<file path="config.mk">
export PLATFORM = sky130hd
export DESIGN_NAME = trc_timer
export DESIGN_NICKNAME = d
export VERILOG_FILES = /design/src/trc_pkg.sv /design/src/trc_timer.sv
export SDC_FILE = /design/constraint.sdc
export NUM_CORES = 1
export LEC_CHECK = 0
export ABC_AREA = 0
export BUFFER_PORTS_ARGS = -buffer_cell sky130_fd_sc_hd__buf_2
export CORE_MARGIN = 1
export CORE_UTILIZATION = 30
export CTS_BUF_LIST = sky130_fd_sc_hd__clkbuf_4 sky130_fd_sc_hd__clkbuf_8 sky130_fd_sc_hd__clkbuf_16
export DETAILED_ROUTE_END_ITERATION = 8
export PLACE_DENSITY = 0.57
export SYNTH_ARGS = -nofsm -noshare
export SYNTH_HDL_FRONTEND = slang
export SYNTH_SLANG_ARGS = --single-unit
export TNS_END_PERCENT = 20
</file>
<file path="constraint.sdc">
create_clock -name clk_sys -period 4.3 [get_ports clk_sys]
set_input_delay 0.43 -clock clk_sys [delete_from_list [all_inputs] [get_ports clk_sys]]
set_output_delay 0.43 -clock clk_sys [all_outputs]
set_load 0.005 [all_outputs]
</file>
<file path="src/trc_pkg.sv">
// Constants, register map and state types of the reload/capture/toggle timer
//
// Overview of operation
// Toggle output inverts on every overflow or underflow while enabled.
// Down-counting reload: count equal to reload value underflows, loads 0xFFFF.
// Up-counting reload: passing 0xFFFF overflows and loads the reload value.
// Software selects reload mode, timer function and toggle enable for waves.
// Toggling starts once the run control bit is set.
// Toggle state bit reads the output level; writing forces it.
// Up reload square wave runs at timer clock over 2*(65536-reload).
// Wrap flag sets on overflow, reload underflow or capture underflow.
// Wrap and external flags stay set until software clears them.
// External flag sets when a falling trigger edge captures or reloads.
// With external enable clear, trigger transitions are ignored.
// Capture mode: falling trigger edge copies the count into reload/capture; the code captures only with decrement off.
// Reload mode, decrement off: falling trigger edge reloads, sets external flag.
// Decrement off counts up; on, trigger low counts down, high counts up.
// Run control zero stops the timer; one lets it count.
// Counter select zero counts timer clock; one counts count-pin falling edges.
// Capture/reload select zero is auto-reload, one is capture.
// Clock select: 00 sys/12, 01 sys, 10 external/8, 11 sys/2.
// Toggle output enable drives the waveform onto the pin or withholds it.
// Reload/capture pair takes captures and supplies the reload value.
// Count is 16 bits in separately accessible low and high bytes.
// Count, trigger and external clock inputs are synchronised before use.
package trc_pkg;

   // ****************************************
   // Register addresses
   // ****************************************
   localparam logic [7:0] ADDR_CTL  = 8'hC8;
   localparam logic [7:0] ADDR_CFG  = 8'hC9;
   localparam logic [7:0] ADDR_RCL  = 8'hCA;
   localparam logic [7:0] ADDR_RCH  = 8'hCB;
   localparam logic [7:0] ADDR_CNTL = 8'hCC;
   localparam logic [7:0] ADDR_CNTH = 8'hCD;

   // ****************************************
   // Field positions
   // ****************************************
   localparam int CTL_WRAP  = 7;
   localparam int CTL_EXTF  = 6;
   localparam int CTL_EXEN  = 3;
   localparam int CTL_RUN   = 2;
   localparam int CTL_CTSEL = 1;
   localparam int CTL_CPSEL = 0;
   localparam int CFG_CSHI  = 4;
   localparam int CFG_CSLO  = 3;
   localparam int CFG_TOG   = 2;
   localparam int CFG_OE    = 1;
   localparam int CFG_DCEN  = 0;

   // ****************************************
   // Clock selection and dividers
   // ****************************************
   localparam logic [1:0]  CS_DIV12 = 2'h0;
   localparam logic [1:0]  CS_SYS   = 2'h1;
   localparam logic [1:0]  CS_EXT8  = 2'h2;
   localparam logic [1:0]  CS_DIV2  = 2'h3;
   localparam logic [3:0]  PRE_LAST = 4'hB;
   localparam logic [2:0]  EXT_LAST = 3'h7;
   localparam logic [15:0] CNT_MAX  = 16'hFFFF;
   localparam logic [15:0] CNT_MIN  = 16'h0000;
   localparam logic [7:0]  RST_BYTE = 8'h00;

   // ****************************************
   // Carriers and state
   // ****************************************
   typedef struct packed {
      logic [7:0] addr;
      logic       wr;
      logic       rd;
      logic [7:0] wdata;
   } trc_sfr_req_t;

   typedef struct packed {
      logic        wrap_flag;
      logic        external_event_flag;
      logic        external_trigger_enable;
      logic        run_control;
      logic        counter_timer_select;
      logic        capture_reload_select;
      logic [1:0]  clock_select;
      logic        toggle_state;
      logic        toggle_output_enable;
      logic        decrement_enable;
      logic [15:0] reload;
      logic [15:0] count;
      logic [3:0]  pre;
      logic [2:0]  ext_div;
      logic [1:0]  cnt_sync;
      logic [1:0]  trg_sync;
      logic [1:0]  ext_sync;
      logic        cnt_prev;
      logic        trg_prev;
      logic        ext_prev;
      logic [7:0]  rdata;
      logic        rvalid;
   } trc_state_t;

   localparam trc_state_t STATE_RST = '0;

endpackage : trc_pkg

</file>
<file path="src/trc_timer.sv">
// Reload/capture/toggle 16-bit timer with its special function registers
module trc_timer
   import trc_pkg::*;
(
   // Clock and reset
   input  wire logic         clk_sys,
   input  wire logic         sys_rst,
   // Register port
   input  wire trc_sfr_req_t sfr_req,
   output logic [7:0]        sfr_rdata,
   output logic              sfr_rvalid,
   // Pins
   input  wire logic         count_input_pin,
   input  wire logic         trigger_input,
   input  wire logic         ext_clock_pin,
   output logic              toggle_out,
   output logic              toggle_out_en
);

   // ****************************************
   // Helpers
   // ****************************************
   function automatic logic fell(input logic cur, input logic prev);
      fell = prev & ~cur;
   endfunction : fell

   function automatic logic hit(input trc_sfr_req_t r, input logic [7:0] a);
      hit = r.wr & (r.addr == a);
   endfunction : hit

   trc_state_t s;
   trc_state_t next_s;

   logic wr_ctl;
   logic wr_cfg;
   logic wr_rcl;
   logic wr_rch;
   logic wr_cl;
   logic wr_ch;
   logic clk_tick;
   logic step;
   logic down;
   logic ext_evt;
   logic wrap;
   logic at_wrap;

   // ****************************************
   // Event decode
   // ****************************************
   always_comb
   begin
      wr_ctl = hit(sfr_req, ADDR_CTL);
      wr_cfg = hit(sfr_req, ADDR_CFG);
      wr_rcl = hit(sfr_req, ADDR_RCL);
      wr_rch = hit(sfr_req, ADDR_RCH);
      wr_cl  = hit(sfr_req, ADDR_CNTL);
      wr_ch  = hit(sfr_req, ADDR_CNTH);
      case (s.clock_select)
         CS_DIV12: clk_tick = (s.pre == PRE_LAST);
         CS_SYS:   clk_tick = 1'b1;
         CS_EXT8:  clk_tick = ~fell(s.ext_sync[1], s.ext_prev) & s.ext_sync[1]
                              & ~s.ext_prev & (s.ext_div == EXT_LAST);
         CS_DIV2:  clk_tick = s.pre[0];
         default:  clk_tick = 1'b0;
      endcase
      // Counter function counts falling count-pin edges
      step = s.run_control & (s.counter_timer_select
             ? fell(s.cnt_sync[1], s.cnt_prev) : clk_tick);
      down = s.decrement_enable & ~s.trg_sync[1];
      // Trigger edges only act with external enable set, decrement off
      ext_evt = s.external_trigger_enable & ~s.decrement_enable
                & fell(s.trg_sync[1], s.trg_prev);
      if (s.capture_reload_select)
         at_wrap = down ? (s.count == CNT_MIN) : (s.count == CNT_MAX);
      else
         at_wrap = down ? (s.count == s.reload) : (s.count == CNT_MAX);
      wrap = step & at_wrap;
   end

   // ****************************************
   // Next state
   // ****************************************
   always_comb
   begin
      next_s = s;
      // Synchronisers and edge history
      next_s.cnt_sync = {s.cnt_sync[0], count_input_pin};
      next_s.trg_sync = {s.trg_sync[0], trigger_input};
      next_s.ext_sync = {s.ext_sync[0], ext_clock_pin};
      next_s.cnt_prev = s.cnt_sync[1];
      next_s.trg_prev = s.trg_sync[1];
      next_s.ext_prev = s.ext_sync[1];
      // Prescalers run freely
      next_s.pre = (s.pre == PRE_LAST) ? 4'h0 : s.pre + 4'h1;
      if (s.ext_sync[1] & ~s.ext_prev)
         next_s.ext_div = s.ext_div + 3'h1;

      // Control register; hardware set beats software clear
      if (wr_ctl)
      begin
         next_s.external_trigger_enable = sfr_req.wdata[CTL_EXEN];
         next_s.run_control             = sfr_req.wdata[CTL_RUN];
         next_s.counter_timer_select    = sfr_req.wdata[CTL_CTSEL];
         next_s.capture_reload_select   = sfr_req.wdata[CTL_CPSEL];
         next_s.wrap_flag               = sfr_req.wdata[CTL_WRAP];
         next_s.external_event_flag     = sfr_req.wdata[CTL_EXTF];
      end
      if (wrap)
         next_s.wrap_flag = 1'b1;
      if (ext_evt)
         next_s.external_event_flag = 1'b1;

      // Configuration register
      if (wr_cfg)
      begin
         next_s.clock_select         = {sfr_req.wdata[CFG_CSHI], sfr_req.wdata[CFG_CSLO]};
         next_s.toggle_output_enable = sfr_req.wdata[CFG_OE];
         next_s.decrement_enable     = sfr_req.wdata[CFG_DCEN];
         next_s.toggle_state         = sfr_req.wdata[CFG_TOG];
      end
      else if (wrap & s.toggle_output_enable)
         next_s.toggle_state = ~s.toggle_state;

      // Counter: trigger reload, then wrap, then plain step
      if (ext_evt & ~s.capture_reload_select)
         next_s.count = s.reload;
      else if (wrap)
         next_s.count = (s.capture_reload_select | down) ? (down ? CNT_MAX : CNT_MIN)
                        : s.reload;
      else if (step)
         next_s.count = down ? s.count - 16'h0001 : s.count + 16'h0001;
      if (wr_cl)
         next_s.count[7:0] = sfr_req.wdata;
      if (wr_ch)
         next_s.count[15:8] = sfr_req.wdata;

      // Reload/capture pair; a capture beats a software write
      if (wr_rcl)
         next_s.reload[7:0] = sfr_req.wdata;
      if (wr_rch)
         next_s.reload[15:8] = sfr_req.wdata;
      if (ext_evt & s.capture_reload_select)
         next_s.reload = s.count;

      // Read answer, one cycle after the strobe
      next_s.rvalid = sfr_req.rd;
      if (sfr_req.rd)
      begin
         case (sfr_req.addr)
            ADDR_CTL:  next_s.rdata = {s.wrap_flag, s.external_event_flag, 2'h0,
                                       s.external_trigger_enable, s.run_control,
                                       s.counter_timer_select, s.capture_reload_select};
            ADDR_CFG:  next_s.rdata = {3'h0, s.clock_select, s.toggle_state,
                                       s.toggle_output_enable, s.decrement_enable};
            ADDR_RCL:  next_s.rdata = s.reload[7:0];
            ADDR_RCH:  next_s.rdata = s.reload[15:8];
            ADDR_CNTL: next_s.rdata = s.count[7:0];
            ADDR_CNTH: next_s.rdata = s.count[15:8];
            default:   next_s.rdata = RST_BYTE;
         endcase
      end
   end

   always_ff @(posedge clk_sys)
   begin
      if (sys_rst)
         s <= STATE_RST;
      else
         s <= next_s;
   end

   // ****************************************
   // Outputs
   // ****************************************
   assign sfr_rdata     = s.rdata;
   assign sfr_rvalid    = s.rvalid;
   assign toggle_out    = s.toggle_state & s.toggle_output_enable;
   assign toggle_out_en = s.toggle_output_enable;
endmodule : trc_timer

</file>
---- After elaboration in Yosys (flattened, before gate mapping) ----
Index checks and enable logic that the tools add are counted.
W data, S select, Z words.
storage, ports and cells
  input bits .............................. 23
  logic and storage cells ................. 104
  register bits after elaboration ......... 68
operators by class
  bitwise operators ....................... 31
  reductions and logical operators ........ 10
  add/subtract/negate cells ............... 4
  mux-type cells .......................... 22
  equality and inequality tests ........... 13
operators with widths
  operator                 number
  $mux W16                 7
  $eq A8 B8 Y1 const B     6
  $pmux W8 S6              1
  $mux W8                  4
  $and A1 B1 Y1            22
  $add A16 B1 Y16 const B  1
  $eq A16 B16 Y1           1
  $eq A16 B16 Y1 const B   1
  $logic_not A16 Y1        1
  $sub A16 B1 Y16 const B  1
  $reduce_bool A2 Y1       5
  $mux W1                  8
  $not A1 Y1               8
  $reduce_bool A4 Y1       2
  $mux W6                  1
  $add A4 B1 Y4 const B    1
  $eq A2 B2 Y1 const B     2
  $eq A4 B4 Y1 const B     1
  $pmux W1 S4              1
  $add A3 B1 Y3 const B    1
  $eq A3 B3 Y1 const B     1
  $eq A2 B1 Y1 const B     1
  $logic_not A2 Y1         1
  $reduce_or A2 Y1         1
  $or A1 B1 Y1             1

---- Longest topological paths before layout ----
  depth in word-level cells ............... 13
  mapped depth ............................ 14
  mapped depth without buffers ............ 11

---- Worst setup path after synthesis ----
OpenSTA, ideal clock, no wires.
  path type ............................... register -> register
  from .................................... reg s (netlist bit next_s[10])
  to ...................................... reg s[39] (netlist bit)
  period minus slack after synthesis ...... 3.158 ns
  slack ................................... 1.142 ns
  library setup time ...................... 0.132 ns
  stages on the path, launching flop included .. 15
  arrival ................................. 3.026 ns
  cell sequence ........................... dfxtp_1 -> nand2b_1 -> clkbuf_1 -> buf_2 -> buf_1 -> xnor2_1 -> ha_1 -> nor4_2 -> a21oi_1 -> o21ai_1 -> a41oi_1 -> xnor2_1 -> a221o_1 -> a311oi_1 -> nor3_1
between the ends
  longest elaborated chain between the ends .. 8
  elaborated cells on any way between the ends .. 18
ends and longest elaborated chain
  item                        line                              RTL
  from (decl)                 trc_timer.sv:31                   trc_state_t s;
  from (signal assigned)      trc_timer.sv:169                  s <= next_s;
  $not A1 Y1 *                trc_timer.sv:24, trc_timer.sv:69
  $and A1 B1 Y1               trc_timer.sv:69                   down = s.decrement_enable & ~s.trg_sync[1];
  $mux W1 (on tied branches)  trc_timer.sv:76, trc_timer.sv:74
  $mux W1                     trc_timer.sv:73                   if (s.capture_reload_select)
  $and A1 B1 Y1               trc_timer.sv:77                   wrap = step & at_wrap;
  $mux W16                    trc_timer.sv:127                  else if (wrap)
  $mux W16                    trc_timer.sv:125                  if (ext_evt & ~s.capture_reload_select)
  $mux W8                     trc_timer.sv:134                  if (wr_ch)
Mark *: on every way between the ends. The rest lies on a longest branch, timed or not. The select of a mux whose other input is x is not followed.
A chain may end at the register's enable or synchronous reset.

---- Worst setup path after layout ----
  from .................................... reg s[57] (netlist bit)
  to ...................................... reg s[33] (netlist bit)
between the ends
  longest elaborated chain between the ends .. 7
  elaborated cells on any way between the ends .. 18
ends and longest elaborated chain
  item                        line
  $and A1 B1 Y1               trc_timer.sv:69
  $mux W1 (on tied branches)  trc_timer.sv:76, trc_timer.sv:74
  $mux W1                     trc_timer.sv:73
  $and A1 B1 Y1               trc_timer.sv:77
  $mux W16                    trc_timer.sv:127
  $mux W16                    trc_timer.sv:125
  $mux W8                     trc_timer.sv:134
Parallel ways exist; a longest one is shown, timed or not. The select of a mux whose other input is x is not followed.

==> out/summary.log <==
qor: synthesis.synth-main-ff-cell dfxtp_1
qor: sta.worst_hold_slack 0.304 ns
qor: cells_and_area.areaGrowthSynthToFinish 11.1%
qor: detailed_routing.wl_met3 1260 um
qor: sta.worstMarginPinSlew 1.07 ns
qor: global_route.grt_overflow 0
qor: clocking.path_clk_slew 0.05 ns
qor: synthesis.asyncSetResetFlopFracSynth 0%
qor: detailed_routing.routed_wire_length_per_instance 20.4 um
qor: setup_path.r2r_cells 8
qor: setup_path.critical_path.max_fanout 24
qor: setup_path.cell_mode_on_critical_path o21ai_2
qor: synthesis.syn_warnings 0
qor: global_route.gr-usage-all-layers 20.1%
qor: synthesis.synthDominantCellAreaShare 29.9%
qor: setup_path.r2r_slack 1.28 ns
qor: cells_and_area.filler_cell_count 1544
qor: setup_path.setup.worst_path.end_class flop
qor: floorplanning.initial_utilization 31.0%
qor: synthesis.synth.avg_cell_area 7.96 um2
qor: min_path.min_from count_input_pin
qor: placement.dpl-instance-area 4740 um2
qor: setup_path.crit_path_top_delay_cell and2b_1
qor: cells_and_area.antennaDiodeCount 0
qor: sta.max_freq 0.331 GHz
qor: cells_and_area.finalNetCount 597
qor: global_route.antenna_found_initial 0
qor: floorplanning.die_h 125 um
qor: sta.finalClockSkew 0.00738 ns
qor: detailed_routing.met2RoutedLength 7060 um
qor: setup_path.worst_path_largest_cell_delay 0.78 ns
qor: power.p_per_area 301 nW/um2
qor: sta.timing.final.max_slew_violations 0
qor: floorplanning.ioPinCount 34
qor: synthesis.mappedNetlistNets 600
qor: synthesis.ys_top_cells_by_area dfxtp_1 (30%), mux2i_1 (6.8%), nor2_1 (6.5%)
qor: floorplanning.dieArea 15700 um2
qor: synthesis.netlist-cell-type-count 76
qor: detailed_routing.drt_iter0_markers 584
qor: clocking.number_of_h_tree_levels 3
qor: setup_path.timing.critical_path.from_type flop
qor: detailed_routing.total_wire_length_after_detailed_routing 15500 um
qor: min_path.whs_path_depth 2
qor: clocking.clk-insertion-delay-late 0.34 ns
qor: sta.fin_tns_setup 0 ns
qor: sta.timing_hold_violations_final 0
qor: synthesis.synth_edf_count 0
qor: setup_path.critPathKind reg -> reg
qor: sta.finalSetupViolations 0
qor: synthesis.sequential_cell_area_fraction_in_the_yosys_report 29.9%
qor: placement.place.detailed.hpwl 11000 um
qor: floorplanning.placeableCoreArea 14700 um2
qor: clocking.cts-root-buf clkbuf_16
qor: setup_path.timing.rr.start s[57]
qor: sta.final_min_period_over_clock_period 70.3%
qor: detailed_routing.vias 4487
qor: cells_and_area.finish.instance_area 5070 um2
qor: clocking.tritoncts done
qor: clocking.post-cts-setup-buffers 0
qor: power.power.total 1.52 mW
qor: setup_path.cp_cell_sequence and2b_1 -> nor4b_2 -> nand3_1 -> o21ai_2 -> o21ai_2 -> nor3_1 -> or3_1 -> a31oi_1
qor: power.irDropWorstVdd 0.179 mV
qor: min_path.min-delay-path-class in -> reg
qor: synthesis.number_of_cells_produced_by_synthesis 573
qor: clocking.tritoncts.num_buffers 9
qor: synthesis.synth_area_leader_cell dfxtp_1
qor: detailed_routing.route.antenna.remaining_nets 0
qor: synthesis.syn_area 4560 um2
qor: cells_and_area.sequential_cell_area 1360 um2
qor: global_route.via_count_of_the_first_global_routing_pass 4199
qor: placement.gp_routability_congestion 0.911
qor: flow_run.number_of_max_capacitance_violations_reported 0
qor: min_path.holdPathEnd next_s[17]
qor: sta.post-route-min-period 3.02 ns
qor: sta.final_ws_setup 1.28 ns
qor: setup_path.critical-path-top-delay-family simple AND/OR/NAND/NOR gates
qor: clocking.clockBufferDepth 2
qor: cells_and_area.drive_gt1_share 14.1%
qor: sta.slew_headroom 28.2%
qor: setup_path.timing.rr.end s[33]
qor: floorplanning.die_width 125 um
qor: outcome.run_status complete, no violations
qor: detailed_routing.vias_per_std_cell 5.91
qor: detailed_routing.m1WireLength 6800 um
qor: setup_path.critPathRequiredTime 4.56 ns
qor: placement.worst_setup_slack_after_placement 1.35 ns
qor: clocking.ctsHoldBuffers 0
qor: floorplanning.core.rowCount 44
qor: setup_path.critPathBufInv 0
qor: global_route.largest_net_degree_at_the_start_of_global_routing 70
qor: setup_path.cp.arrival 3.28 ns
qor: placement.placement.io_buffers 33
qor: cells_and_area.area_of_combinational_cells_with_multiple_inputs 2870 um2
qor: detailed_routing.firstDrtPassIters 9
qor: sta.rsz0062_at_grt false
qor: clocking.cts_sinks 68
qor: power.power.static_leakage 1.90 nW
qor: detailed_routing.dr.max_layer_used met4
qor: clocking.cts.repair.resized 0
qor: detailed_routing.remaining_routing_drc_violations 0
qor: synthesis.postSynthRegisterBits 68
qor: global_route.grt_pass1_wl 24300 um
==> cell type report <==
class,count,area share (%)
Tap cell,184,4.54
Timing Repair Buffer,42,4.59
Inverter,12,0.889
Sequential cell,68,26.9
Clock inverter,4,1.43
Multi-Input combinational cell,437,56.7
Clock buffer,12,5.01
==> worst reg2reg max path, cell delays in order, from the launching register on <==
cell and delay, ns:
dfxtp_1 0.40, and2b_1 0.78, nor4b_2 0.17, nand3_1 0.17
o21ai_2 0.10, o21ai_2 0.63, nor3_1 0.14, or3_1 0.40
a31oi_1 0.16
==> report_power, final <==
| part | leakage (nW) | switching (mW) | internal, mW |
|---|---|---|---|
| clock network | 0.160 | 0.282 | 0.535 |
| registers | 0.550 | 0.00527 | 0.638 |
| logic | 1.19 | 0.0414 | 0.0218 |
==> cells by family after synthesis <==
logic type | Yosys count | synth area share (%)
adders and majority gates | 4 | 1.10
xor gates and xnor gates | 30 | 5.76
muxes | 38 | 9.52
AOI/OAI and AO/OA | 148 | 22.4
buffers and inverters | 68 | 7.19
DFF | 68 | 29.9
and+or+nand+nor | 217 | 24.2
==> flip-flops by register name, summed over array words and instances (netlist names) <==
name           flops
next_s             6
s                 52
sfr_rdata          8
sfr_rvalid         1
toggle_out_en      1
==> layout by cell type, fill, tap and decap left out, drive strengths merged, types with 12 or more instances in the layout <==
master and instances:
clkbuf 12, nand3 19, o21ai 20, a21oi 43
xor2 19, nor2 80, mux2i 31, nand2 34
dfxtp 68, buf 42, nor4 12, nor3 20
a211oi 23
==> worst max-delay path by stage <==
stage / start / end / slack (ns) / cells past startpoint
detailed placement: s[57] / s[33] / 1.35 / 8
CTS: s[57] / s[33] / 1.34 / 8
global route: next_s[10] / s[39] / 1.0 / 12
global placement: s[21] / s[36] / 1.40 / 9
floorplan: next_s[10] / s[39] / 1.14 / 14
finish: s[57] / s[33] / 1.28 / 8
==> layer usage <==
metal	track usage, %	up-vias
met5	0	-
met4	7.68	0
met3	3.89	36
met2	31.5	250
met1	27.3	2121
li1	-	2080
==> per-stage QoR <==
| stage | utilization, % | cells |
|---|---|---|
| 2_1_floorplan | - | 573 |
| 3_3_place_gp | 32.2 | 743 |
| 3_5_place_dp | 32.2 | 743 |
| 4_1_cts | 34.5 | 759 |
| 5_1_grt | 34.5 | 759 |
| 6_report | 34.5 | 759 |
==> Yosys cell counts, drive strengths merged (3+ instances only) <==
library cell / number
mux4: 4
a22o: 3
inv: 11
o22ai: 4
a22oi: 10
nand4: 4
a211oi: 23
o21ai: 20
nor2: 80
o31ai: 4
o221ai: 5
nor3: 20
xor2: 19
a31oi: 7
nand3: 19
clkbuf: 27
a21oi: 43
nand2b: 3
ha: 4
nor2b: 11
and3: 4
and2: 6
a311oi: 3
xnor2: 11
dfxtp: 68
buf: 29
nor4: 12
or3: 7
mux2i: 31
nand2: 34
mux2: 3
(Power assumes the default switching activity.)
